$ cat config.mk
export PLATFORM = sky130hd
export DESIGN_NAME = fvcb_top
export DESIGN_NICKNAME = d
export VERILOG_FILES = /design/src/design/fvcb_pkg.sv /design/src/design/fvcb_channel.sv /design/src/design/fvcb_top.sv
export VERILOG_INCLUDE_DIRS = /design/src /design/src/design
export SDC_FILE = /design/constraint.sdc
export NUM_CORES = 2
export LEC_CHECK = 0
export BUFFER_PORTS_ARGS = -buffer_cell sky130_fd_sc_hd__buf_4
export CORE_MARGIN = 5
export CORE_UTILIZATION = 40
export DETAILED_ROUTE_END_ITERATION = 6
export SYNTH_ARGS = -nofsm -noshare
export SYNTH_HDL_FRONTEND = slang
export SYNTH_SLANG_ARGS = --single-unit
export TNS_END_PERCENT = 10
$ cat constraint.sdc
create_clock -name clk -period 4.85 [get_ports clk]
set_input_delay 0.2425 -clock clk [delete_from_list [all_inputs] [get_ports clk]]
set_output_delay 0.2425 -clock clk [all_outputs]
set_load 0.1 [all_outputs]
$ cat src/design/fvcb_consts.svh
// constants of the fault value capture bank: register map, field layout, codes
// assumes byte addressing on a 32-bit apb bus, one register per aligned word
//
// Behaviour
// - up to twelve channels, each holds the value present when its stage starts or trips.
// - captured values readable by local readout and by the protocol path when active.
// - source per channel: overcurrent, directional overcurrent, earth fault stages, locator, or unused.
// - trigger per channel: trip only, start only, or either signal.
// - held value is the measurement at the trigger instant, in hundredths of a unit.
`ifndef FVCB_CONSTS_SVH
`define FVCB_CONSTS_SVH

`define FVCB_NCH 12
`define FVCB_NSTAGE 16
`define FVCB_VW 32

// source codes; each stage family has four stages, indexed code minus one
`define FVCB_SRC_UNUSED 5'h00
`define FVCB_SRC_OC_FIRST 5'h01
`define FVCB_SRC_EF_FIRST 5'h09
`define FVCB_SRC_STAGE_LAST 5'h10
`define FVCB_SRC_LOCATOR 5'h11
`define FVCB_SRC_ONE 5'h01

// trigger codes; trip only is the reset choice, code 3 behaves as trip only
`define FVCB_TRG_TRIP 2'h0
`define FVCB_TRG_START 2'h1
`define FVCB_TRG_EITHER 2'h2

// register byte offsets
`define FVCB_OFF_CFG 8'h00
`define FVCB_OFF_VAL 8'h40
`define FVCB_OFF_STATUS 8'h80
`define FVCB_OFF_MASK 8'h84
`define FVCB_OFF_CTRL 8'h88
`define FVCB_OFF_BLOCK 8'h30

// field positions in the channel setting word
`define FVCB_CFG_SRC_LSB 0
`define FVCB_CFG_SRC_MSB 4
`define FVCB_CFG_TRG_LSB 8
`define FVCB_CFG_TRG_MSB 9
`define FVCB_CTRL_PROTO_BIT 0

`endif

$ cat src/design/fvcb_pkg.sv
// types of the fault value capture bank
// assumes fvcb_consts.svh on the include path
`include "fvcb_consts.svh"

package fvcb_pkg;

	// signed value in hundredths of a unit
	typedef logic signed [`FVCB_VW-1:0] fvcb_val_t;

	typedef struct packed
	{
		logic [1:0] trg;
		logic [4:0] src;
	} fvcb_cfg_t;

	typedef struct packed
	{
		logic [`FVCB_NSTAGE-1:0] start;
		logic [`FVCB_NSTAGE-1:0] trip;
		logic loc_start;
		logic loc_trip;
	} fvcb_stage_t;

	typedef struct packed
	{
		fvcb_val_t phase;
		fvcb_val_t resid;
		fvcb_val_t loc;
	} fvcb_meas_t;

	typedef struct packed
	{
		fvcb_val_t value;
	} fvcb_chan_st_t;

	typedef struct packed
	{
		fvcb_cfg_t [`FVCB_NCH-1:0] cfg;
		logic [`FVCB_NCH-1:0] status;
		logic [`FVCB_NCH-1:0] mask;
		logic proto_en;
		fvcb_stage_t prev;
		logic [31:0] prdata;
		logic pready;
		logic pslverr;
		logic irq;
		fvcb_val_t local_value;
		logic local_valid;
	} fvcb_top_st_t;

endpackage

$ cat src/design/fvcb_channel.sv
// one capture channel: picks its source stage and trigger, latches the measurement
// assumes rising edges of start and trip arrive as one-cycle pulses on the same clock
`timescale 1ns/1ps

module fvcb_channel
	import fvcb_pkg::*;
(
	input wire logic clk, // system clock
	input wire logic rst_b, // async reset
	input wire fvcb_cfg_t cfg, // source and trigger choice
	input wire fvcb_stage_t rise, // rising edges of stage signals
	input wire fvcb_meas_t meas, // live measurements
	output fvcb_val_t value, // held value
	output logic capture // pulse, capture this cycle
);

	fvcb_chan_st_t st;
	fvcb_chan_st_t next_st;
	logic [4:0] idx;
	logic sel_start;
	logic sel_trip;
	fvcb_val_t sel_meas;

	assign idx = cfg.src - `FVCB_SRC_ONE;

	always_comb
	begin
		sel_start = 1'b0;
		sel_trip = 1'b0;
		sel_meas = meas.phase;
		if (cfg.src >= `FVCB_SRC_OC_FIRST && cfg.src <= `FVCB_SRC_STAGE_LAST)
		begin
			sel_start = rise.start[idx[3:0]];
			sel_trip = rise.trip[idx[3:0]];
			// phase families read phase current, earth families the residual current
			sel_meas = (cfg.src < `FVCB_SRC_EF_FIRST) ? meas.phase : meas.resid;
		end
		else if (cfg.src == `FVCB_SRC_LOCATOR)
		begin
			sel_start = rise.loc_start;
			sel_trip = rise.loc_trip;
			sel_meas = meas.loc;
		end
		// unused and undefined codes leave both selects low, so nothing captures
		if (cfg.trg == `FVCB_TRG_START)
			capture = sel_start;
		else if (cfg.trg == `FVCB_TRG_EITHER)
			capture = sel_start | sel_trip;
		else
			capture = sel_trip;
		next_st = st;
		if (capture)
			next_st.value = sel_meas;
	end

	always_ff @(posedge clk or negedge rst_b)
	begin
		if (!rst_b)
			st <= '0;
		else
			st <= next_st;
	end

	assign value = st.value;
endmodule // fvcb_channel

$ cat src/design/fvcb_top.sv
// fault value capture bank: twelve channels behind an apb register slave
// assumes stage start and trip levels and measurements come from logic on clk
//
// Chosen here: register access over APB and the register addresses.
`timescale 1ns/1ps

module fvcb_top
	import fvcb_pkg::*;
(
	input wire logic clk, // 20 MHz system clock
	input wire logic rst_b, // async reset, active low
	input wire logic psel, // apb select
	input wire logic penable, // apb access phase
	input wire logic pwrite, // apb direction
	input wire logic [7:0] paddr, // apb byte address
	input wire logic [31:0] pwdata, // apb write data
	output logic [31:0] prdata, // apb read data
	output logic pready, // apb ready
	output logic pslverr, // apb error, unmapped address
	input wire fvcb_stage_t stage_in, // stage start and trip levels
	input wire fvcb_meas_t meas_in, // live measurements, hundredths
	input wire logic [3:0] local_idx, // local readout channel index
	output fvcb_val_t local_value, // local readout value
	output logic local_valid, // local index names a channel
	output logic irq // level, unmasked capture pending
);

	fvcb_top_st_t st;
	fvcb_top_st_t next_st;
	fvcb_stage_t rise;
	fvcb_val_t chan_val [`FVCB_NCH];
	logic [`FVCB_NCH-1:0] chan_cap;
	logic [`FVCB_NCH-1:0] clr;
	logic [`FVCB_NCH-1:0] wr_bit;
	logic access;
	logic do_write;
	logic aligned;
	logic is_cfg;
	logic is_val;
	logic is_stat;
	logic is_mask;
	logic is_ctrl;
	logic mapped;
	logic [3:0] widx;
	logic [7:0] rel_val;
	fvcb_val_t val_sel;
	fvcb_val_t local_sel;

	// edges are taken against last cycle, so a level held high captures once
	assign rise = stage_in & ~st.prev;

	for (genvar i = 0; i < `FVCB_NCH; i++)
	begin : g_chan
		fvcb_channel u_chan
		(
			.clk(clk),
			.rst_b(rst_b),
			.cfg(st.cfg[i]),
			.rise(rise),
			.meas(meas_in),
			.value(chan_val[i]),
			.capture(chan_cap[i])
		);
	end

	assign access = psel & penable;
	assign aligned = (paddr[1:0] == 2'h0);
	assign rel_val = paddr - `FVCB_OFF_VAL;
	always_comb
	begin
		is_cfg = 1'b0;
		is_val = 1'b0;
		is_stat = 1'b0;
		is_mask = 1'b0;
		is_ctrl = 1'b0;
		widx = 4'h0;
		if (!aligned)
			widx = 4'h0;
		else if (paddr >= `FVCB_OFF_CFG && paddr < `FVCB_OFF_CFG + `FVCB_OFF_BLOCK)
		begin
			is_cfg = 1'b1;
			widx = paddr[5:2];
		end
		else if (paddr >= `FVCB_OFF_VAL && paddr < `FVCB_OFF_VAL + `FVCB_OFF_BLOCK)
		begin
			is_val = 1'b1;
			widx = rel_val[5:2];
		end
		else if (paddr == `FVCB_OFF_STATUS)
			is_stat = 1'b1;
		else if (paddr == `FVCB_OFF_MASK)
			is_mask = 1'b1;
		else if (paddr == `FVCB_OFF_CTRL)
			is_ctrl = 1'b1;
	end
	assign mapped = is_cfg | is_val | is_stat | is_mask | is_ctrl;
	assign val_sel = chan_val[widx];
	assign local_sel = (local_idx < `FVCB_NCH) ? chan_val[local_idx] : '0;

	// a write takes effect at the edge where the master samples pready high
	assign do_write = access & st.pready & pwrite & mapped;
	assign wr_bit = pwdata[`FVCB_NCH-1:0];
	assign clr = (do_write && is_stat) ? wr_bit : '0;

	always_comb
	begin
		next_st = st;
		next_st.prev = stage_in;
		// one wait state: pready rises in the second access cycle
		next_st.pready = access & ~st.pready;
		if (access && !st.pready)
		begin
			next_st.prdata = '0;
			next_st.pslverr = ~mapped;
			if (!pwrite)
			begin
				if (is_cfg)
				begin
					next_st.prdata[`FVCB_CFG_SRC_MSB:`FVCB_CFG_SRC_LSB] = st.cfg[widx].src;
					next_st.prdata[`FVCB_CFG_TRG_MSB:`FVCB_CFG_TRG_LSB] = st.cfg[widx].trg;
				end
				else if (is_val)
				begin
					// the protocol path shows values only while the protocol is active
					if (st.proto_en)
						next_st.prdata = val_sel;
				end
				else if (is_stat)
					next_st.prdata[`FVCB_NCH-1:0] = st.status;
				else if (is_mask)
					next_st.prdata[`FVCB_NCH-1:0] = st.mask;
				else if (is_ctrl)
					next_st.prdata[`FVCB_CTRL_PROTO_BIT] = st.proto_en;
			end
		end
		else if (!access)
		begin
			next_st.pslverr = 1'b0;
		end
		if (do_write)
		begin
			if (is_cfg)
			begin
				next_st.cfg[widx].src = pwdata[`FVCB_CFG_SRC_MSB:`FVCB_CFG_SRC_LSB];
				next_st.cfg[widx].trg = pwdata[`FVCB_CFG_TRG_MSB:`FVCB_CFG_TRG_LSB];
			end
			else if (is_mask)
				next_st.mask = wr_bit;
			else if (is_ctrl)
				next_st.proto_en = pwdata[`FVCB_CTRL_PROTO_BIT];
		end
		// a capture in the cycle of a clearing write stays set
		next_st.status = (st.status & ~clr) | chan_cap;
		next_st.irq = |(next_st.status & next_st.mask);
		// local readout runs regardless of the protocol switch
		next_st.local_value = local_sel;
		next_st.local_valid = (local_idx < `FVCB_NCH);
	end

	always_ff @(posedge clk or negedge rst_b)
	begin
		if (!rst_b)
			st <= '0;
		else
			st <= next_st;
	end

	assign prdata = st.prdata;
	assign pready = st.pready;
	assign pslverr = st.pslverr;
	assign irq = st.irq;
	assign local_value = st.local_value;
	assign local_valid = st.local_valid;

	// per-channel checks on the capture pulses
	for (genvar j = 0; j < `FVCB_NCH; j++)
	begin : g_chk

	end
endmodule // fvcb_top

After elaboration in Yosys (flattened, before gate mapping)
Index checks and enable logic that the tools add are counted.

Add/sub/neg operators: 13. $lt $le $gt $ge: 57. Equality and inequality tests: 40. Multiplexer cells: 214. Bitwise operators: 33. Reductions and logical operators: 22.

Operators by type and width (number): two-way mux 32 bit (43); binary-select mux 32 bit (select 4 bit) (2); bitwise mux 84 bit (2); two-way mux 1 bit (122); binary-select mux 1 bit (select 4 bit) (24); < comparator 4 x 5 -> 1 bit, second input constant (13); == test 5 bit, second input constant (12); greater-or-equal comparator 5 x 1 -> 1 bit, second input constant (12); less-or-equal comparator 5 bit, second input constant (12); < comparator 5 x 4 -> 1 bit, second input constant (12); demux 7 bit (select 4 bit) (2); two-way mux 12 bit (4); subtractor 4 x 1 -> 4 bit, second input constant (12); bitwise AND 34 bit (1); NOT 34 bit (1); binary-select mux 7 bit (select 4 bit) (1); two-way mux 13 bit (2); bitwise AND 12 bit (2); == test 2 x 1 -> 1 bit, second input constant (12); == test 2 bit, second input constant (12); == test 8 bit, second input constant (3); two-way mux 22 bit (1); two-way mux 20 bit (1); logical AND 1 bit (17); other kinds (26) (54).

Register bits: 595. Output and inout bits: 68. Logic and storage cells: 428.

Logic depth before layout (Yosys ltp)
Depth after elaboration: 17. Gate-level depth with buffers: 14. Gate-level depth less buffers: 11.

Cells and area by module
A second synthesis with hierarchy kept.

Cells, all modules: 4168. Area total of the unflattened synthesis: 42176.7 um2.

By module, submodules not included: fvcb_channel (instances 12, cells each 231, area an instance 2314.7 um2, sequential area each 800.8 um2); fvcb_top (instances 1, cells each 1396, area an instance 14400.1 um2, sequential area each 5280.1 um2).

Least setup slack after synthesis
No wires, ideal clock.

Path kind: reg2reg. From: reg st[183] in the netlist's numbering. To: reg st (netlist bit irq). Setup time: 129 ps. Data arrival time: 3904 ps. Data required time: 4721 ps. Path slack: 818 ps. Stages on the path, launching flop included: 13. Path buffers: 1. Path through: dfrtp_1 > clkbuf_1 > inv_1 > ha_1 > xor2_1 > mux4_2 > mux4_2 > and3_1 > a311oi_1 > nand2_1 > a22oi_1 > nand4b_1 > a2111o_1.

RTL lines: start, declared (line fvcb_top.sv:28) `fvcb_top_st_t st;`; start signal, assigned (line fvcb_top.sv:165) `st <= next_st;`.

Final worst setup path
From: reg st[155] in the netlist's numbering. To: reg g_chan[4].u_chan.st (netlist bit g_chan[4].u_chan.value[27]).

Cells in the longest elaborated chain, start to end: 7.

RTL lines: subtractor 4 x 1 -> 4 bit (no line); binary-select mux 1 bit (select 4 bit) (on tied branches) (line fvcb_channel.sv:33, fvcb_channel.sv:34); two-way mux 1 bit (on tied branches) (line fvcb_channel.sv:33, fvcb_channel.sv:34); two-way mux 1 bit (line fvcb_channel.sv:31) `` if (cfg.src >= `FVCB_SRC_OC_FIRST && cfg.src <= `FVCB_SRC_STAGE_LAST) ``; OR 1 bit (line fvcb_channel.sv:48) `capture = sel_start | sel_trip;`; two-way mux 1 bit (line fvcb_channel.sv:47) `` else if (cfg.trg == `FVCB_TRG_EITHER) ``; two-way mux 1 bit (line fvcb_channel.sv:45) `` if (cfg.trg == `FVCB_TRG_START) ``; end signal, assigned (line fvcb_channel.sv:61) `st <= next_st;`; end, declared (line fvcb_channel.sv:17) `fvcb_chan_st_t st;`.

Parallel ways exist; a longest one is shown, timed or not. The select of a mux whose other input is x is not followed. A chain may end at the register's enable or synchronous reset.

==> summary.txt <==
Power
  • Sw Pwr: 3.97 mW
  • Comb pwr share: 16.8%
  • Max rail drop VDD: 265 uV
  • Pint: 9.69 mW
  • Leakage: 20.3 nW
  • Cell Pwr Density: 289 nW/um^2
  • Clock share of power: 43.2%
  • Switching share of power: 29.1%
  • Register share of total power: 40.1%

Drt
  • Routed len/inst: 30.6 um
  • Post-DR vias/cell: 6.68
  • Antenna Nets Post-Route: 0
  • Via count: 39000
  • Initial DRC Count: 5595
  • Drt pass-1 iters: 6
  • Drt drc: 0
  • Drt total wl: 179000 um

Yosys
  • Cells after Synth: 4342
  • Async set-reset flop share out of synthesis: 100%
  • Yosys Warn Count: 0
  • Synth cell types: 79
  • Mapped Avg Cell Area: 9.31 sq um
  • Area leader, netlist: dfrtp_1
  • Seq/Total Area, Yosys: 36.8%
  • Top FF cell, synth: dfrtp_1
  • Register bit total from synthesis: 595
  • Number of synthesized flops with an enable pin: 0
  • Top-area cell type share of the netlist area: 36.8%
  • Synth Cell Area: 40400 sq um
  • Synth area leaders: dfrtp_1, mux4_2, mux2_2, nor2_1, o22ai_1
  • Mapped Nets: 4557

STA
  • Final-report hold violation count: 0
  • Hold Worst Slack: 0.0131 ns
  • Pins Over Slew Limit: 0
  • Setup TNS: 0 ns
  • F_max: 0.222 GHz
  • Max_slew headroom: 7.64%
  • Tightest Pin Transition: 1.38 ns
  • Fin crit share: 93.0%
  • Fin crit period: 4.51 ns
  • Clk_skew: 0.0347 ns
  • RSZ-0062 raised after global routing: no
  • Endpoints failing setup: 0
  • Worst Slack Setup Final: 0.338 ns

Worst setup path
  • Endpoint class of the critical path: flip-flop
  • Kind of start point of the critical path: flip-flop
  • Crit Reg-Reg Endpoint: g_chan[4].u_chan.value[27]$_DFFE_PN0P_
  • Worst R2R Setup Slack: 0.34 ns
  • Launch point of the worst reg-to-reg path: st[155]$_DFFE_PN0P_
  • CP Max Fanout: 29
  • Arr. time, crit path: 5.04 ns
  • Worst EP required: 5.38 ns
  • R2R cell count: 9
  • Critical setup path kind: flip-flop to flip-flop

CTS
  • Clock Tree Root: clkbuf_16
  • Max Root-Sink Buffers: 3
  • # clock sinks: 595
  • Clk_lat worst skew: 0.67 ns
  • Total CTS buffers: 75
  • Clk pin slew, worst setup/hold paths: 0.06 ns
  • H-tree levels: 3
  • TritonCTS clock tree: done

Worst hold path
  • Worst Hold Launch: meas_in[16]
  • Hold Path End: g_chan[4].u_chan.value[16]$_DFFE_PN0P_
  • Worst hold stages: 3
  • Hold Path Class: input port to flip-flop

Placement
  • Pre-CTS WS: 0.772 ns
  • DP Wirelength: 106000 um
  • Routability cong.: 0.949
  • Port bufs: 226

Cells and area
  • Share of cells above drive strength 1: 22.2%
  • FILL cells: 9408
  • Sequential cell area: 14900 sq um
  • Synth-to-Final Area Change: 16.9%
  • Layout Nets: 4636
  • Multi-input logic area: 23300 sq um

Global routing
  • Global-route wire length before repair: 258000 um
  • GRT Total Usage: 32.1%
  • Largest net degree at the start of global routing: 125
  • GRT overflow: 0
  • Initial antenna violation count: 5
  • Number of global-route vias before repair: 37400

Run status
  • Status: complete, no violations

Floorplanning
  • Die area: 108000 sq um
  • Die height: 328 um
  • Core footprint: 100000 sq um
  • Io pins: 247
  • Die width: 328 um
  • Placement Rows: 116
  • Initial core utilization: 40.3%

Run
  • Max-cap violation count: 0
==> power by group through the flow <==
stage / Sequential, mW / Combinational (mW) / Clock, mW
floorplan: 5.48 / 1.43 / 0
global placement: 5.54 / 2.10 / 0
detailed placement: 5.55 / 2.13 / 0
CTS: 5.46 / 2.24 / 5.93
global route: 5.50 / 2.41 / 6.12
finish: 5.47 / 2.29 / 5.90
==> sequential cells by signal, indices dropped and copies added, names as in the netlist <==
name / cells
g_chan.u_chan.value: 384
irq: 1
local_valid: 1
local_value: 32
prdata: 32
pready: 1
pslverr: 1
st: 143
==> timing repair <==
action | in CTS | in global routing
resized for setup | 0 | 0
buffers inserted | 0 | 0
hold buffers | 169 | 0
hold endpoints to repair | 328 | 0
==> final cells by class <==
class / instances / share of cell area (%)
inverters: 77 / 0.611
clock inverters: 23 / 0.686
multi-input cells: 3147 / 49.4
flip-flops and latches: 595 / 31.5
repair buffers: 525 / 9.52
clock buffers: 111 / 4.69
diodes: 5 / 0.0265
well taps: 1357 / 3.59
==> through the flow <==
step | power [mW] | util [%] | cells | instance area, sq um
2_1_floorplan | 6.91 | - | 4342 | 40400
3_3_place_gp | 7.64 | 42.9 | 5532 | 43000
5_1_grt | 14.0 | 47.1 | 5837 | 47300
4_1_cts | 13.6 | 47.1 | 5835 | 47300
6_report | 13.7 | 47.1 | 5840 | 47300
3_5_place_dp | 7.67 | 42.9 | 5532 | 43000
==> logic make-up after synthesis <==
group / share of synthesized area, %
buffers and inverters: 6.26
AND/OR/NAND/NOR: 13.7
adder cells (fa/ha/maj): 1.11
XOR/XNOR: 0.774
AO/OA/AOI/OAI: 19.8
multiplexers: 21.5
flip-flops: 36.8
==> worst max path at each step <==
stage | to | depth (start not counted) | start
finish | g_chan[4].u_chan.value[27]$_DFFE_PN0P_ | 9 | st[155]$_DFFE_PN0P_
global route | g_chan[4].u_chan.value[27]$_DFFE_PN0P_ | 10 | st[155]$_DFFE_PN0P_
CTS | g_chan[4].u_chan.value[28]$_DFFE_PN0P_ | 9 | st[155]$_DFFE_PN0P_
detailed placement | g_chan[5].u_chan.value[9]$_DFFE_PN0P_ | 12 | st[162]$_DFFE_PN0P_
global placement | g_chan[5].u_chan.value[28]$_DFFE_PN0P_ | 12 | st[162]$_DFFE_PN0P_
floorplan | irq$_DFF_PN0_ | 12 | st[183]$_DFFE_PN0P_
==> synthesized netlist by cell type, types with 20 or more instances <==
cell type and n:
a31oi_1 92, ha_1 36, nand2b_1 39, a22oi_1 33, o221ai_1 73, o31ai_1 163, nor3_1 28, clkbuf_1 388
inv_1 77, o21ai_0 174, mux2_2 284, nor2b_1 114, a21oi_1 95, mux4_2 173, o211ai_1 40, nor3b_1 20
buf_1 50, nand3_1 27, o22ai_1 366, a221oi_1 26, nor2_1 636, o22a_1 34, nand2_1 340, buf_4 64
mux2i_1 148, dfrtp_1 595
==> critical path, cell delays in order (launching register included) <==
cell	delay, ns
dfrtp_1	0.51
nor3_1	0.59
xnor2_1	0.45
mux4_2	0.59
a22oi_1	0.37
a31oi_1	0.20
a311oi_4	0.47
buf_4	0.45
o31ai_1	0.14
dlygate4sd3_1	0.58
==> per-layer routing <==
metal  up-vias  GRT usage, %  routed length, um
li1      16200             -                  -
met1     19300          41.8              67800
met2      2868          49.0              78100
met3       668          8.36              21300
met4         0          17.3              11700
met5         -         0.226                  0
==> cell usage in the layout, fill, tap and decap left out, drive strengths merged, types with 9 or more instances in the layout <==
cell type	count
a32o	15
nor3	29
nor2	636
nand2b	39
ha	36
a31oi	92
nor3b	20
clkinv	11
nand3	27
nand2	340
nand3b	9
or2	10
xnor2	13
o31ai	163
dlygate4sd3	169
nor2b	114
o22ai	366
a22oi	33
o211ai	40
a2111oi	13
a21oi	95
xor2	21
dfrtp	595
inv	79
mux4	177
and3	11
clkbuf	112
mux2i	149
buf	355
mux2	284
o21ai	179
o22a	34
a221oi	26
o221ai	73
Note: power is estimated with default switching activity, not from simulation.
